`src/design/bcal_pkg.sv`:
```
package bcal_pkg;

	// Register byte offsets on the APB window
	localparam logic [7:0] OFS_SYS = 8'h00;
	localparam logic [7:0] OFS_MOD_CTL = 8'h04;
	localparam logic [7:0] OFS_OVW = 8'h08;
	localparam logic [7:0] OFS_MOD_CNT = 8'h0C;
	localparam logic [7:0] OFS_STATUS = 8'h10;
	localparam logic [7:0] OFS_MASK = 8'h14;
	localparam logic [7:0] OFS_TIMER = 8'h18;
	localparam logic [7:0] OFS_CAP = 8'h20;
	localparam logic [7:0] OFS_HOLD = 8'h30;
	localparam logic [7:0] OFS_ACC = 8'h40;
	localparam logic [7:0] OFS_ACC_HOLD = 8'h50;

	// Fields of capture_system_control
	localparam int SYS_LATCH_QUEUE_SELECT = 0;
	localparam int SYS_BUFFER_ENABLE_BIT = 1;
	localparam int SYS_SAT = 2;
	localparam int SYS_CASC = 3;
	localparam int SYS_EDGE = 8;
	localparam logic [15:0] SYS_WMASK = 16'hFF1F;
	localparam logic [15:0] SYS_RST = 16'h0000;

	// Fields of modulus_control_reg
	localparam int MOD_EN = 0;
	localparam int MOD_PERIODIC = 1;
	localparam int MOD_FORCE = 2;
	localparam int MOD_TEN = 3;
	localparam logic [3:0] MOD_WMASK = 4'hB;
	localparam logic [3:0] MOD_CTL_RST = 4'h0;
	localparam logic [15:0] MOD_CNT_RST = 16'hFFFF;

	// Status, mask and interrupt bit positions
	localparam int ST_CH = 0;
	localparam int ST_MOD = 8;
	localparam int ST_PBOV = 9;
	localparam int ST_PAIN = 10;
	localparam int ST_PAOV = 11;
	localparam int ST_TOV = 12;
	localparam int NUM_IRQ = 13;

	// Per-channel control bundle
	typedef struct packed {
		logic latch_mode;
		logic no_overwrite_bit;
		logic latch_evt;
		logic cap_rd;
		logic hold_rd;
	} bcal_chan_ctl_type;

	// Per-accumulator control bundle
	typedef struct packed {
		logic inc;
		logic sat;
		logic latch_evt;
	} bcal_acc_ctl_type;

endpackage : bcal_pkg

```
`src/design/bcal_chan.sv`:
```
`timescale 1ns/1ps
`default_nettype none

module bcal_chan #(
	parameter int W = 16
) (
	input wire logic pclk,
	input wire logic presetn,
	input wire logic edge_evt,
	input wire logic [W-1:0] timer,
	input wire bcal_pkg::bcal_chan_ctl_type ctl,
	output logic [W-1:0] cap_reg,
	output logic [W-1:0] hold_reg,
	output logic cap_full_reg,
	output logic hold_full_reg,
	output logic captured
);

	logic cap_we;
	logic hold_we;
	logic hold_src_cap;

	// Latch mode: edge writes capture, latch event moves it to holding
	// Queue mode: edge pushes capture into holding, then captures
	assign hold_src_cap = ctl.latch_mode ? ctl.latch_evt : edge_evt;
	assign hold_we = hold_src_cap & (!ctl.no_overwrite_bit | !hold_full_reg);
	assign cap_we = edge_evt & (!ctl.no_overwrite_bit | !cap_full_reg
		| (!ctl.latch_mode & hold_we));
	assign captured = cap_we;

	// Data registers
	always_ff @(posedge pclk or negedge presetn) begin
		if (!presetn) begin
			cap_reg <= '0;
			hold_reg <= '0;
		end else begin
			if (hold_we)
				hold_reg <= cap_reg;
			if (cap_we)
				cap_reg <= timer;
		end
	end

	// Empty tracking: read or latch empties, a new write wins
	always_ff @(posedge pclk or negedge presetn) begin
		if (!presetn) begin
			cap_full_reg <= 1'b0;
			hold_full_reg <= 1'b0;
		end else begin
			if (cap_we)
				cap_full_reg <= 1'b1;
			else if (ctl.cap_rd || (hold_we && ctl.latch_mode))
				cap_full_reg <= 1'b0;
			if (hold_we)
				hold_full_reg <= 1'b1;
			else if (ctl.hold_rd)
				hold_full_reg <= 1'b0;
		end
	end

endmodule : bcal_chan

`default_nettype wire

```
`src/design/bcal_acc.sv`:
```
`timescale 1ns/1ps
`default_nettype none

module bcal_acc #(
	parameter int W = 8
) (
	input wire logic pclk,
	input wire logic presetn,
	input wire bcal_pkg::bcal_acc_ctl_type ctl,
	output logic [W-1:0] cnt_reg,
	output logic [W-1:0] hold_reg,
	output logic ovf
);

	logic at_max;
	logic [W-1:0] cnt_inc;

	// Overflow marks an edge arriving at full scale, saturated or not
	assign at_max = &cnt_reg;
	assign ovf = ctl.inc & at_max;
	assign cnt_inc = (at_max && ctl.sat) ? cnt_reg : cnt_reg + 1'b1;

	// Count, copy to holding and clear; an edge in the latch cycle counts
	always_ff @(posedge pclk or negedge presetn) begin
		if (!presetn) begin
			cnt_reg <= '0;
			hold_reg <= '0;
		end else if (ctl.latch_evt) begin
			hold_reg <= cnt_reg;
			cnt_reg <= {{(W-1){1'b0}}, ctl.inc};
		end else if (ctl.inc) begin
			cnt_reg <= cnt_inc;
		end
	end

endmodule : bcal_acc

`default_nettype wire

```
`src/design/bcal_top.sv`:
```
// Local design decisions: the address map and register access over APB.
`timescale 1ns/1ps
`default_nettype none

module bcal_top #(
	parameter int TICK_DIV = 1,
	parameter int NCH = 4
) (
	input wire logic pclk,
	input wire logic presetn,
	input wire logic [7:0] paddr,
	input wire logic psel,
	input wire logic penable,
	input wire logic pwrite,
	input wire logic [31:0] pwdata,
	output logic [31:0] prdata,
	output logic pready,
	output logic pslverr,
	input wire logic [NCH-1:0] cap_in,
	input wire logic [3:0] ext_ch_evt,
	output logic [7:0] irq_ch,
	output logic irq_mod,
	output logic irq_pbov,
	output logic irq_pain,
	output logic irq_paov,
	output logic irq_tov,
	output logic irq_any
);

	localparam int NI = bcal_pkg::NUM_IRQ;

	// Address block match, used by every indexed register group
	function automatic logic in_blk(input logic [7:0] a, input logic [7:0] base);
		in_blk = (a[7:4] == base[7:4]);
	endfunction : in_blk

	logic [15:0] sys_reg;
	logic [3:0] mod_ctl_reg;
	logic [NCH-1:0] ovw_reg;
	logic [15:0] mod_cnt_reg;
	logic [15:0] mod_load_reg;
	logic once_done_reg;
	logic [NI-1:0] status_reg;
	logic [NI-1:0] status_next;
	logic [NI-1:0] mask_reg;
	logic [NI-1:0] irq_reg;
	logic [15:0] timer_reg;
	logic [NCH-1:0] cap_prev_reg;
	logic [31:0] prdata_reg;
	logic pready_reg;
	logic pslverr_reg;
	logic [15:0] div_reg;

	// Bus phase decode
	wire acc_ph = psel & penable;
	wire xfer = acc_ph & pready_reg;
	wire wr = xfer & pwrite;
	wire rd = xfer & ~pwrite;
	wire [1:0] idx = paddr[3:2];

	// Register selects
	wire sel_sys = (paddr == bcal_pkg::OFS_SYS);
	wire sel_mod_ctl = (paddr == bcal_pkg::OFS_MOD_CTL);
	wire sel_ovw = (paddr == bcal_pkg::OFS_OVW);
	wire sel_mod_cnt = (paddr == bcal_pkg::OFS_MOD_CNT);
	wire sel_status = (paddr == bcal_pkg::OFS_STATUS);
	wire sel_mask = (paddr == bcal_pkg::OFS_MASK);
	wire sel_timer = (paddr == bcal_pkg::OFS_TIMER);
	wire sel_cap = in_blk(paddr, bcal_pkg::OFS_CAP);
	wire sel_hold = in_blk(paddr, bcal_pkg::OFS_HOLD);
	wire sel_acc = in_blk(paddr, bcal_pkg::OFS_ACC);
	wire sel_acc_hold = in_blk(paddr, bcal_pkg::OFS_ACC_HOLD);
	wire mapped = sel_sys | sel_mod_ctl | sel_ovw | sel_mod_cnt | sel_status
		| sel_mask | sel_timer | sel_cap | sel_hold | sel_acc | sel_acc_hold;

	// Control fields
	wire latch_mode = sys_reg[bcal_pkg::SYS_LATCH_QUEUE_SELECT];
	wire buf_en = sys_reg[bcal_pkg::SYS_BUFFER_ENABLE_BIT];
	wire sat_en = sys_reg[bcal_pkg::SYS_SAT];
	wire [1:0] casc = sys_reg[bcal_pkg::SYS_CASC +: 2];
	wire mod_en = mod_ctl_reg[bcal_pkg::MOD_EN];
	wire periodic = mod_ctl_reg[bcal_pkg::MOD_PERIODIC];
	wire timer_en = mod_ctl_reg[bcal_pkg::MOD_TEN];

	// Prescale divider: one-cycle tick for timer and modulus counter
	wire tick = (div_reg == 16'(TICK_DIV - 1));

	always_ff @(posedge pclk or negedge presetn) begin
		if (!presetn)
			div_reg <= 16'h0000;
		else
			div_reg <= tick ? 16'h0000 : div_reg + 16'h0001;
	end

	// Main timer, free running while enabled
	wire timer_ovf = tick & timer_en & (&timer_reg);

	always_ff @(posedge pclk or negedge presetn) begin
		if (!presetn)
			timer_reg <= 16'h0000;
		else if (tick && timer_en)
			timer_reg <= timer_reg + 16'h0001;
	end

	// Modulus counter events
	wire mod_wr = wr & sel_mod_cnt;
	wire mod_wr_zero = mod_wr & (pwdata[15:0] == 16'h0000);
	wire mod_zero_hit = ~mod_wr & mod_en & tick & (mod_cnt_reg == 16'h0001);
	wire force_wr = wr & sel_mod_ctl & pwdata[bcal_pkg::MOD_FORCE];
	wire mod_latch = mod_zero_hit & (periodic | ~once_done_reg);
	wire latch_evt = latch_mode & buf_en
		& (mod_latch | mod_wr_zero | force_wr);

	// Modulus down-counter: reloads in periodic mode, parks at zero otherwise
	always_ff @(posedge pclk or negedge presetn) begin
		if (!presetn) begin
			mod_cnt_reg <= bcal_pkg::MOD_CNT_RST;
			mod_load_reg <= bcal_pkg::MOD_CNT_RST;
		end else if (mod_wr) begin
			mod_cnt_reg <= pwdata[15:0];
			mod_load_reg <= pwdata[15:0];
		end else if (mod_zero_hit) begin
			mod_cnt_reg <= periodic ? mod_load_reg : 16'h0000;
		end else if (mod_en && tick && mod_cnt_reg != 16'h0000) begin
			mod_cnt_reg <= mod_cnt_reg - 16'h0001;
		end
	end

	// One-shot latching: armed by a count write, spent on first zero
	always_ff @(posedge pclk or negedge presetn) begin
		if (!presetn)
			once_done_reg <= 1'b0;
		else if (mod_wr)
			once_done_reg <= 1'b0;
		else if (mod_zero_hit)
			once_done_reg <= 1'b1;
	end

	// Control register writes
	always_ff @(posedge pclk or negedge presetn) begin
		if (!presetn) begin
			sys_reg <= bcal_pkg::SYS_RST;
			mod_ctl_reg <= bcal_pkg::MOD_CTL_RST;
			ovw_reg <= '0;
			mask_reg <= '0;
		end else if (wr) begin
			if (sel_sys)
				sys_reg <= pwdata[15:0] & bcal_pkg::SYS_WMASK;
			if (sel_mod_ctl)
				mod_ctl_reg <= pwdata[3:0] & bcal_pkg::MOD_WMASK;
			if (sel_ovw)
				ovw_reg <= pwdata[NCH-1:0];
			if (sel_mask)
				mask_reg <= pwdata[NI-1:0];
		end
	end

	// Edge detection on capture inputs, per-channel edge select
	logic [NCH-1:0] edge_evt;

	always_ff @(posedge pclk or negedge presetn) begin
		if (!presetn)
			cap_prev_reg <= '0;
		else
			cap_prev_reg <= cap_in;
	end

	// Capture channels and accumulators
	logic [NCH-1:0] cap_rd;
	logic [NCH-1:0] hold_rd;
	logic [NCH-1:0] captured;
	logic [NCH-1:0] acc_ovf;
	logic [NCH-1:0][15:0] cap_val;
	logic [NCH-1:0][15:0] hold_val;
	logic [NCH-1:0][7:0] acc_val;
	logic [NCH-1:0][7:0] acc_hold_val;

	genvar i;
	generate
		for (i = 0; i < NCH; i = i + 1) begin : g_ch
			bcal_pkg::bcal_chan_ctl_type cctl;
			bcal_pkg::bcal_acc_ctl_type actl;
			wire [1:0] esel = sys_reg[bcal_pkg::SYS_EDGE + 2*i +: 2];
			wire rise = cap_in[i] & ~cap_prev_reg[i];
			wire fall = ~cap_in[i] & cap_prev_reg[i];
			wire pair_casc = casc[i/2];
			wire partner_rd = pair_casc & hold_rd[i ^ 1];

			assign edge_evt[i] = (esel[0] & rise) | (esel[1] & fall);
			assign cap_rd[i] = rd & sel_cap & (idx == 2'(i));
			assign hold_rd[i] = rd & sel_hold & (idx == 2'(i));

			assign cctl.latch_mode = latch_mode;
			assign cctl.no_overwrite_bit = ovw_reg[i];
			assign cctl.latch_evt = latch_evt;
			assign cctl.cap_rd = cap_rd[i];
			assign cctl.hold_rd = hold_rd[i];

			// Odd accumulator counts the carry of its partner when cascaded
			if (i % 2 == 1) begin : g_hi
				assign actl.inc = pair_casc ? acc_ovf[i-1] : edge_evt[i];
			end else begin : g_lo
				assign actl.inc = edge_evt[i];
			end
			assign actl.sat = sat_en & ~pair_casc;
			assign actl.latch_evt = latch_evt
				| (~latch_mode & (hold_rd[i] | partner_rd));

			bcal_chan #(.W(16)) u_chan (
				.pclk(pclk),
				.presetn(presetn),
				.edge_evt(edge_evt[i]),
				.timer(timer_reg),
				.ctl(cctl),
				.cap_reg(cap_val[i]),
				.hold_reg(hold_val[i]),
				.cap_full_reg(),
				.hold_full_reg(),
				.captured(captured[i])
			);

			bcal_acc #(.W(8)) u_acc (
				.pclk(pclk),
				.presetn(presetn),
				.ctl(actl),
				.cnt_reg(acc_val[i]),
				.hold_reg(acc_hold_val[i]),
				.ovf(acc_ovf[i])
			);
		end
	endgenerate

	// Event sources for the status register
	logic [NI-1:0] st_set;

	assign st_set[bcal_pkg::ST_CH +: 4] = captured;
	assign st_set[bcal_pkg::ST_CH + 4 +: 4] = ext_ch_evt;
	assign st_set[bcal_pkg::ST_MOD] = mod_zero_hit;
	assign st_set[bcal_pkg::ST_PBOV] = acc_ovf[1];
	assign st_set[bcal_pkg::ST_PAIN] = edge_evt[3];
	assign st_set[bcal_pkg::ST_PAOV] = acc_ovf[3];
	assign st_set[bcal_pkg::ST_TOV] = timer_ovf;

	// Sticky flags, write one to clear, a new event wins over the clear
	wire [NI-1:0] st_clr = (wr & sel_status) ? pwdata[NI-1:0] : '0;
	assign status_next = (status_reg & ~st_clr) | st_set;

	always_ff @(posedge pclk or negedge presetn) begin
		if (!presetn) begin
			status_reg <= '0;
			irq_reg <= '0;
		end else begin
			status_reg <= status_next;
			irq_reg <= status_reg & mask_reg;
		end
	end

	// Interrupt outputs, one per source plus a combined line
	assign irq_ch = irq_reg[bcal_pkg::ST_CH +: 8];
	assign irq_mod = irq_reg[bcal_pkg::ST_MOD];
	assign irq_pbov = irq_reg[bcal_pkg::ST_PBOV];
	assign irq_pain = irq_reg[bcal_pkg::ST_PAIN];
	assign irq_paov = irq_reg[bcal_pkg::ST_PAOV];
	assign irq_tov = irq_reg[bcal_pkg::ST_TOV];

	logic irq_any_reg;

	always_ff @(posedge pclk or negedge presetn) begin
		if (!presetn)
			irq_any_reg <= 1'b0;
		else
			irq_any_reg <= |(status_reg & mask_reg);
	end

	assign irq_any = irq_any_reg;

	// Read data selection
	wire [31:0] rd_mux =
		sel_sys ? {16'h0000, sys_reg} :
		sel_mod_ctl ? {28'h0000000, mod_ctl_reg} :
		sel_ovw ? {{(32-NCH){1'b0}}, ovw_reg} :
		sel_mod_cnt ? {16'h0000, mod_cnt_reg} :
		sel_status ? {{(32-NI){1'b0}}, status_reg} :
		sel_mask ? {{(32-NI){1'b0}}, mask_reg} :
		sel_timer ? {16'h0000, timer_reg} :
		sel_cap ? {16'h0000, cap_val[idx]} :
		sel_hold ? {16'h0000, hold_val[idx]} :
		sel_acc ? {24'h000000, acc_val[idx]} :
		sel_acc_hold ? {24'h000000, acc_hold_val[idx]} :
		32'h00000000;

	// APB slave: one wait state, data and error registered
	always_ff @(posedge pclk or negedge presetn) begin
		if (!presetn) begin
			pready_reg <= 1'b0;
			prdata_reg <= 32'h00000000;
			pslverr_reg <= 1'b0;
		end else begin
			pready_reg <= acc_ph & ~pready_reg;
			if (acc_ph && !pready_reg) begin
				prdata_reg <= pwrite ? 32'h00000000 : rd_mux;
				pslverr_reg <= ~mapped;
			end else begin
				prdata_reg <= 32'h00000000;
				pslverr_reg <= 1'b0;
			end
		end
	end

	assign prdata = prdata_reg;
	assign pready = pready_reg;
	assign pslverr = pslverr_reg;

endmodule : bcal_top

`default_nettype wire

```
`config.mk`:
```
export PLATFORM = sky130hd
export DESIGN_NAME = bcal_top
export DESIGN_NICKNAME = d
export VERILOG_FILES = /design/src/design/bcal_pkg.sv /design/src/design/bcal_chan.sv /design/src/design/bcal_acc.sv /design/src/design/bcal_top.sv
export SDC_FILE = /design/constraint.sdc
export NUM_CORES = 1
export LEC_CHECK = 0
export BUFFER_PORTS_ARGS = -buffer_cell sky130_fd_sc_hd__buf_4
export CAP_MARGIN = 25
export CORE_AREA = 2 2 229 231
export CTS_CLUSTER_SIZE = 25
export DETAILED_ROUTE_END_ITERATION = 16
export DIE_AREA = 0 0 231 233
export SYNTH_ARGS = -nofsm -noshare
export SYNTH_HDL_FRONTEND = slang
export SYNTH_HIERARCHICAL = 1
export SYNTH_SLANG_ARGS = --single-unit
```
`constraint.sdc`:
```
create_clock -name pclk -period 6.4 [get_ports pclk]
set_input_delay 0.64 -clock pclk [delete_from_list [all_inputs] [get_ports pclk]]
set_output_delay 0.64 -clock pclk [all_outputs]
set_load 0.01 [all_outputs]
```
==> flow_metrics.tcl <==
set metrics [dict create \
    outcome "complete, no violations" \
    fmax_mhz 206.6 \
    cp_max_fo 17 \
    yosysSeqAreaShare 0.4906 \
    start_util 0.3480 \
    start_kind "flop" \
    route.detailed.drc 0 \
    ff2ff_setup_slack_ns 1.56 \
    skew_ns 0.02772 \
    finalSetupViolCount 0 \
    syn_avg_cell_area_sq_um 12.10 \
    vias 12450 \
    synth_commonest_cells "dfrtp_1 (315), mux2_2 (166), nand2_1 (138)" \
    port_buffers 68 \
    cts-root-buf "clkbuf_16" \
    end_kind "flop" \
    p_leak_nw 9.134 \
    dieArea_sq_um 53820 \
    netlist.area_leader.share 0.4433 \
    htree_num_levels 2 \
    place_congestion 0.9429 \
    path_clk_slew_ns 0.06 \
    rsz0062_at_grt "false" \
    fin_area_sq_um 20180 \
    fin_util 0.3949 \
    ff2ff_path_depth 11 \
    clkLatencyLatePin_ns 0.57 \
    hold_class "input pin to asynchronous set/reset pin" \
    cp.required_ns 6.83 \
    cts_sinks 347 \
    grt_pass1_vias 12560 \
    final_hold_viol_count 0 \
    critical_path_class "flop to flop" \
    grt_pass1_wl_um 76450 \
    ctsHoldBuffers 0 \
    ant_nets 0 \
    maxCapViolations 0 \
    antenna_found_initial 2 \
    dr.pass1.iters 6 \
    die_w_um 231 \
    slew_viol_final 0 \
    grt_max_degree 161 \
    synth-seq-cells 347 \
    track_usage 0.1857 \
    ys_types 81 \
    synth_edf_count 0 \
    dp_hpwl_um 33360 \
    rows 83 \
    synthMostInstantiatedCell "dfrtp_1" \
    cts-resized-gates 0 \
    vias_per_cell 5.556 \
    grt_overflow_total 0 \
    drt_iter0_markers 1047 \
    tightest_slew_ns 1.050 \
    timing.rr.end "g_ch[1].u_chan/hold_reg[3]$_DFFE_PN0P_" \
    syn_inst 1470 \
    async_flop_share 1.000 \
    tritoncts "built" \
    fin_crit_ns 4.841 \
    die_h_um 233 \
    cp.arrival_ns 5.27 \
    min_period_over_period 0.7564 \
    yosys-top-cells-area "dfrtp_1 (44%), mux2_2 (11%), mux4_2 (6.1%)" \
    syn_to_final_growth_pct 13.48 \
    r2r-start "div_reg[0]$_DFF_PN0_" \
    drive_gt1_frac 0.3177 \
    wirelength_um 49240 \
    core_area_sq_um 51090 \
    postCtsSetupBuffers 0 \
    netlist_area_sq_um 17780 \
    placed_area_sq_um 18810 \
    clk_path_buf_depth 3 \
    relSlewSlack 0.2890 \
    vdd_drop_max_uv 153.5 \
    numCtsBuffers 40 \
    yosysWarnings 6 \
    whs_ns 0.1795 \
    setup_tns_ns 0 \
    io_pins 101 \
    yosysTopAreaCell "dfrtp_1" \
    wl_per_cell_um 21.97 \
    powerDensity_nw_per_um2 239.7 \
    nets 1593 \
    diodes 0 \
    synth_ff_type "dfrtp_1" \
]
cells by family after synthesis:
group / Yosys count / synth area share
and+or+nand+nor: 449 / 0.1372
AOI/OAI and AO/OA: 240 / 0.09717
buffers and inverters: 104 / 0.03610
muxes: 273 / 0.2093
other: 1 / 0.0002109
xor gates and xnor gates: 47 / 0.02315
DFF: 347 / 0.4906
adders and majority gates: 9 / 0.006333
per-stage QoR:
step / setup WS, ns / power, mW / cells
2_1_floorplan: 3.154 / 2.380 / 1485
3_3_place_gp: 1.459 / 2.491 / 2169
3_5_place_dp: 1.376 / 2.495 / 2169
4_1_cts: 1.560 / 4.887 / 2241
5_1_grt: 1.263 / 5.010 / 2241
6_report: 1.559 / 4.837 / 2241
routing by layer:
layer,vias to the layer above,track usage,wire length (um)
met1,6424,0.2539,21810
met5,-,0,0
met2,419,0.2919,22560
met3,110,0.03505,3033
li1,5497,-,-
met4,0,0.07097,1831
layout by cell type, fill, tap and decap left out, types with 14 or more instances in the layout:
cell type	count
inv_1	21
or4_1	15
nor2_1	92
buf_4	85
o21ai_0	45
clkbuf_16	41
mux4_2	48
nand4_1	19
a21oi_1	48
mux2_4	36
dfrtp_1	315
nor3_1	20
dfstp_2	32
nand2b_1	14
and2_1	18
xor2_1	21
a21o_1	16
mux2i_1	23
conb_1	16
mux2_2	166
xnor2_1	26
nand2_1	138
o22ai_1	14
nand3_1	38
cell type report:
cell class / instances / area [sq um]
Multi-Input combinational cell: 1034 / 8481
Tap cell: 680 / 850.8
Sequential cell: 347 / 8723
Fill cell: 4871 / 30910
Clock inverter: 18 / 217.7
Timing Repair Buffer: 87 / 673.1
Inverter: 21 / 78.83
Clock buffer: 54 / 1155
power by group:
part           switching [mW]  leakage (nW)  internal (mW)
registers              0.0213          4.66           2.21
clock network           0.947         0.663           1.43
logic                   0.153          3.81         0.0700
worst max-delay path: stages (launching register included):
cell,delay [ns]
dfrtp_1,0.43
inv_1,0.08
ha_1,0.13
or4b_4,0.49
nor4_4,0.39
nand3_2,0.26
a2111oi_0,0.83
o311ai_1,0.48
inv_1,0.27
nand2_1,0.14
a22oi_4,0.80
mux2_2,0.42
how the worst max path moves through the flow:
stage / slack, ns / start / end
detailed placement: 1.38 / paddr[3] / g_ch[1].u_chan/hold_reg[3]$_DFFE_PN0P_
global route: 1.26 / div_reg[0]$_DFF_PN0_ / g_ch[1].u_chan/hold_reg[2]$_DFFE_PN0P_
floorplan: 3.15 / paddr[7] / g_ch[0].u_chan/hold_reg[10]$_DFFE_PN0P_
global placement: 1.46 / paddr[3] / g_ch[1].u_chan/hold_reg[4]$_DFFE_PN0P_
finish: 1.56 / div_reg[0]$_DFF_PN0_ / g_ch[1].u_chan/hold_reg[3]$_DFFE_PN0P_
CTS: 1.56 / div_reg[0]$_DFF_PN0_ / g_ch[3].u_chan/hold_reg[4]$_DFFE_PN0P_
No activity file was read; power rests on OpenSTA's default activity.
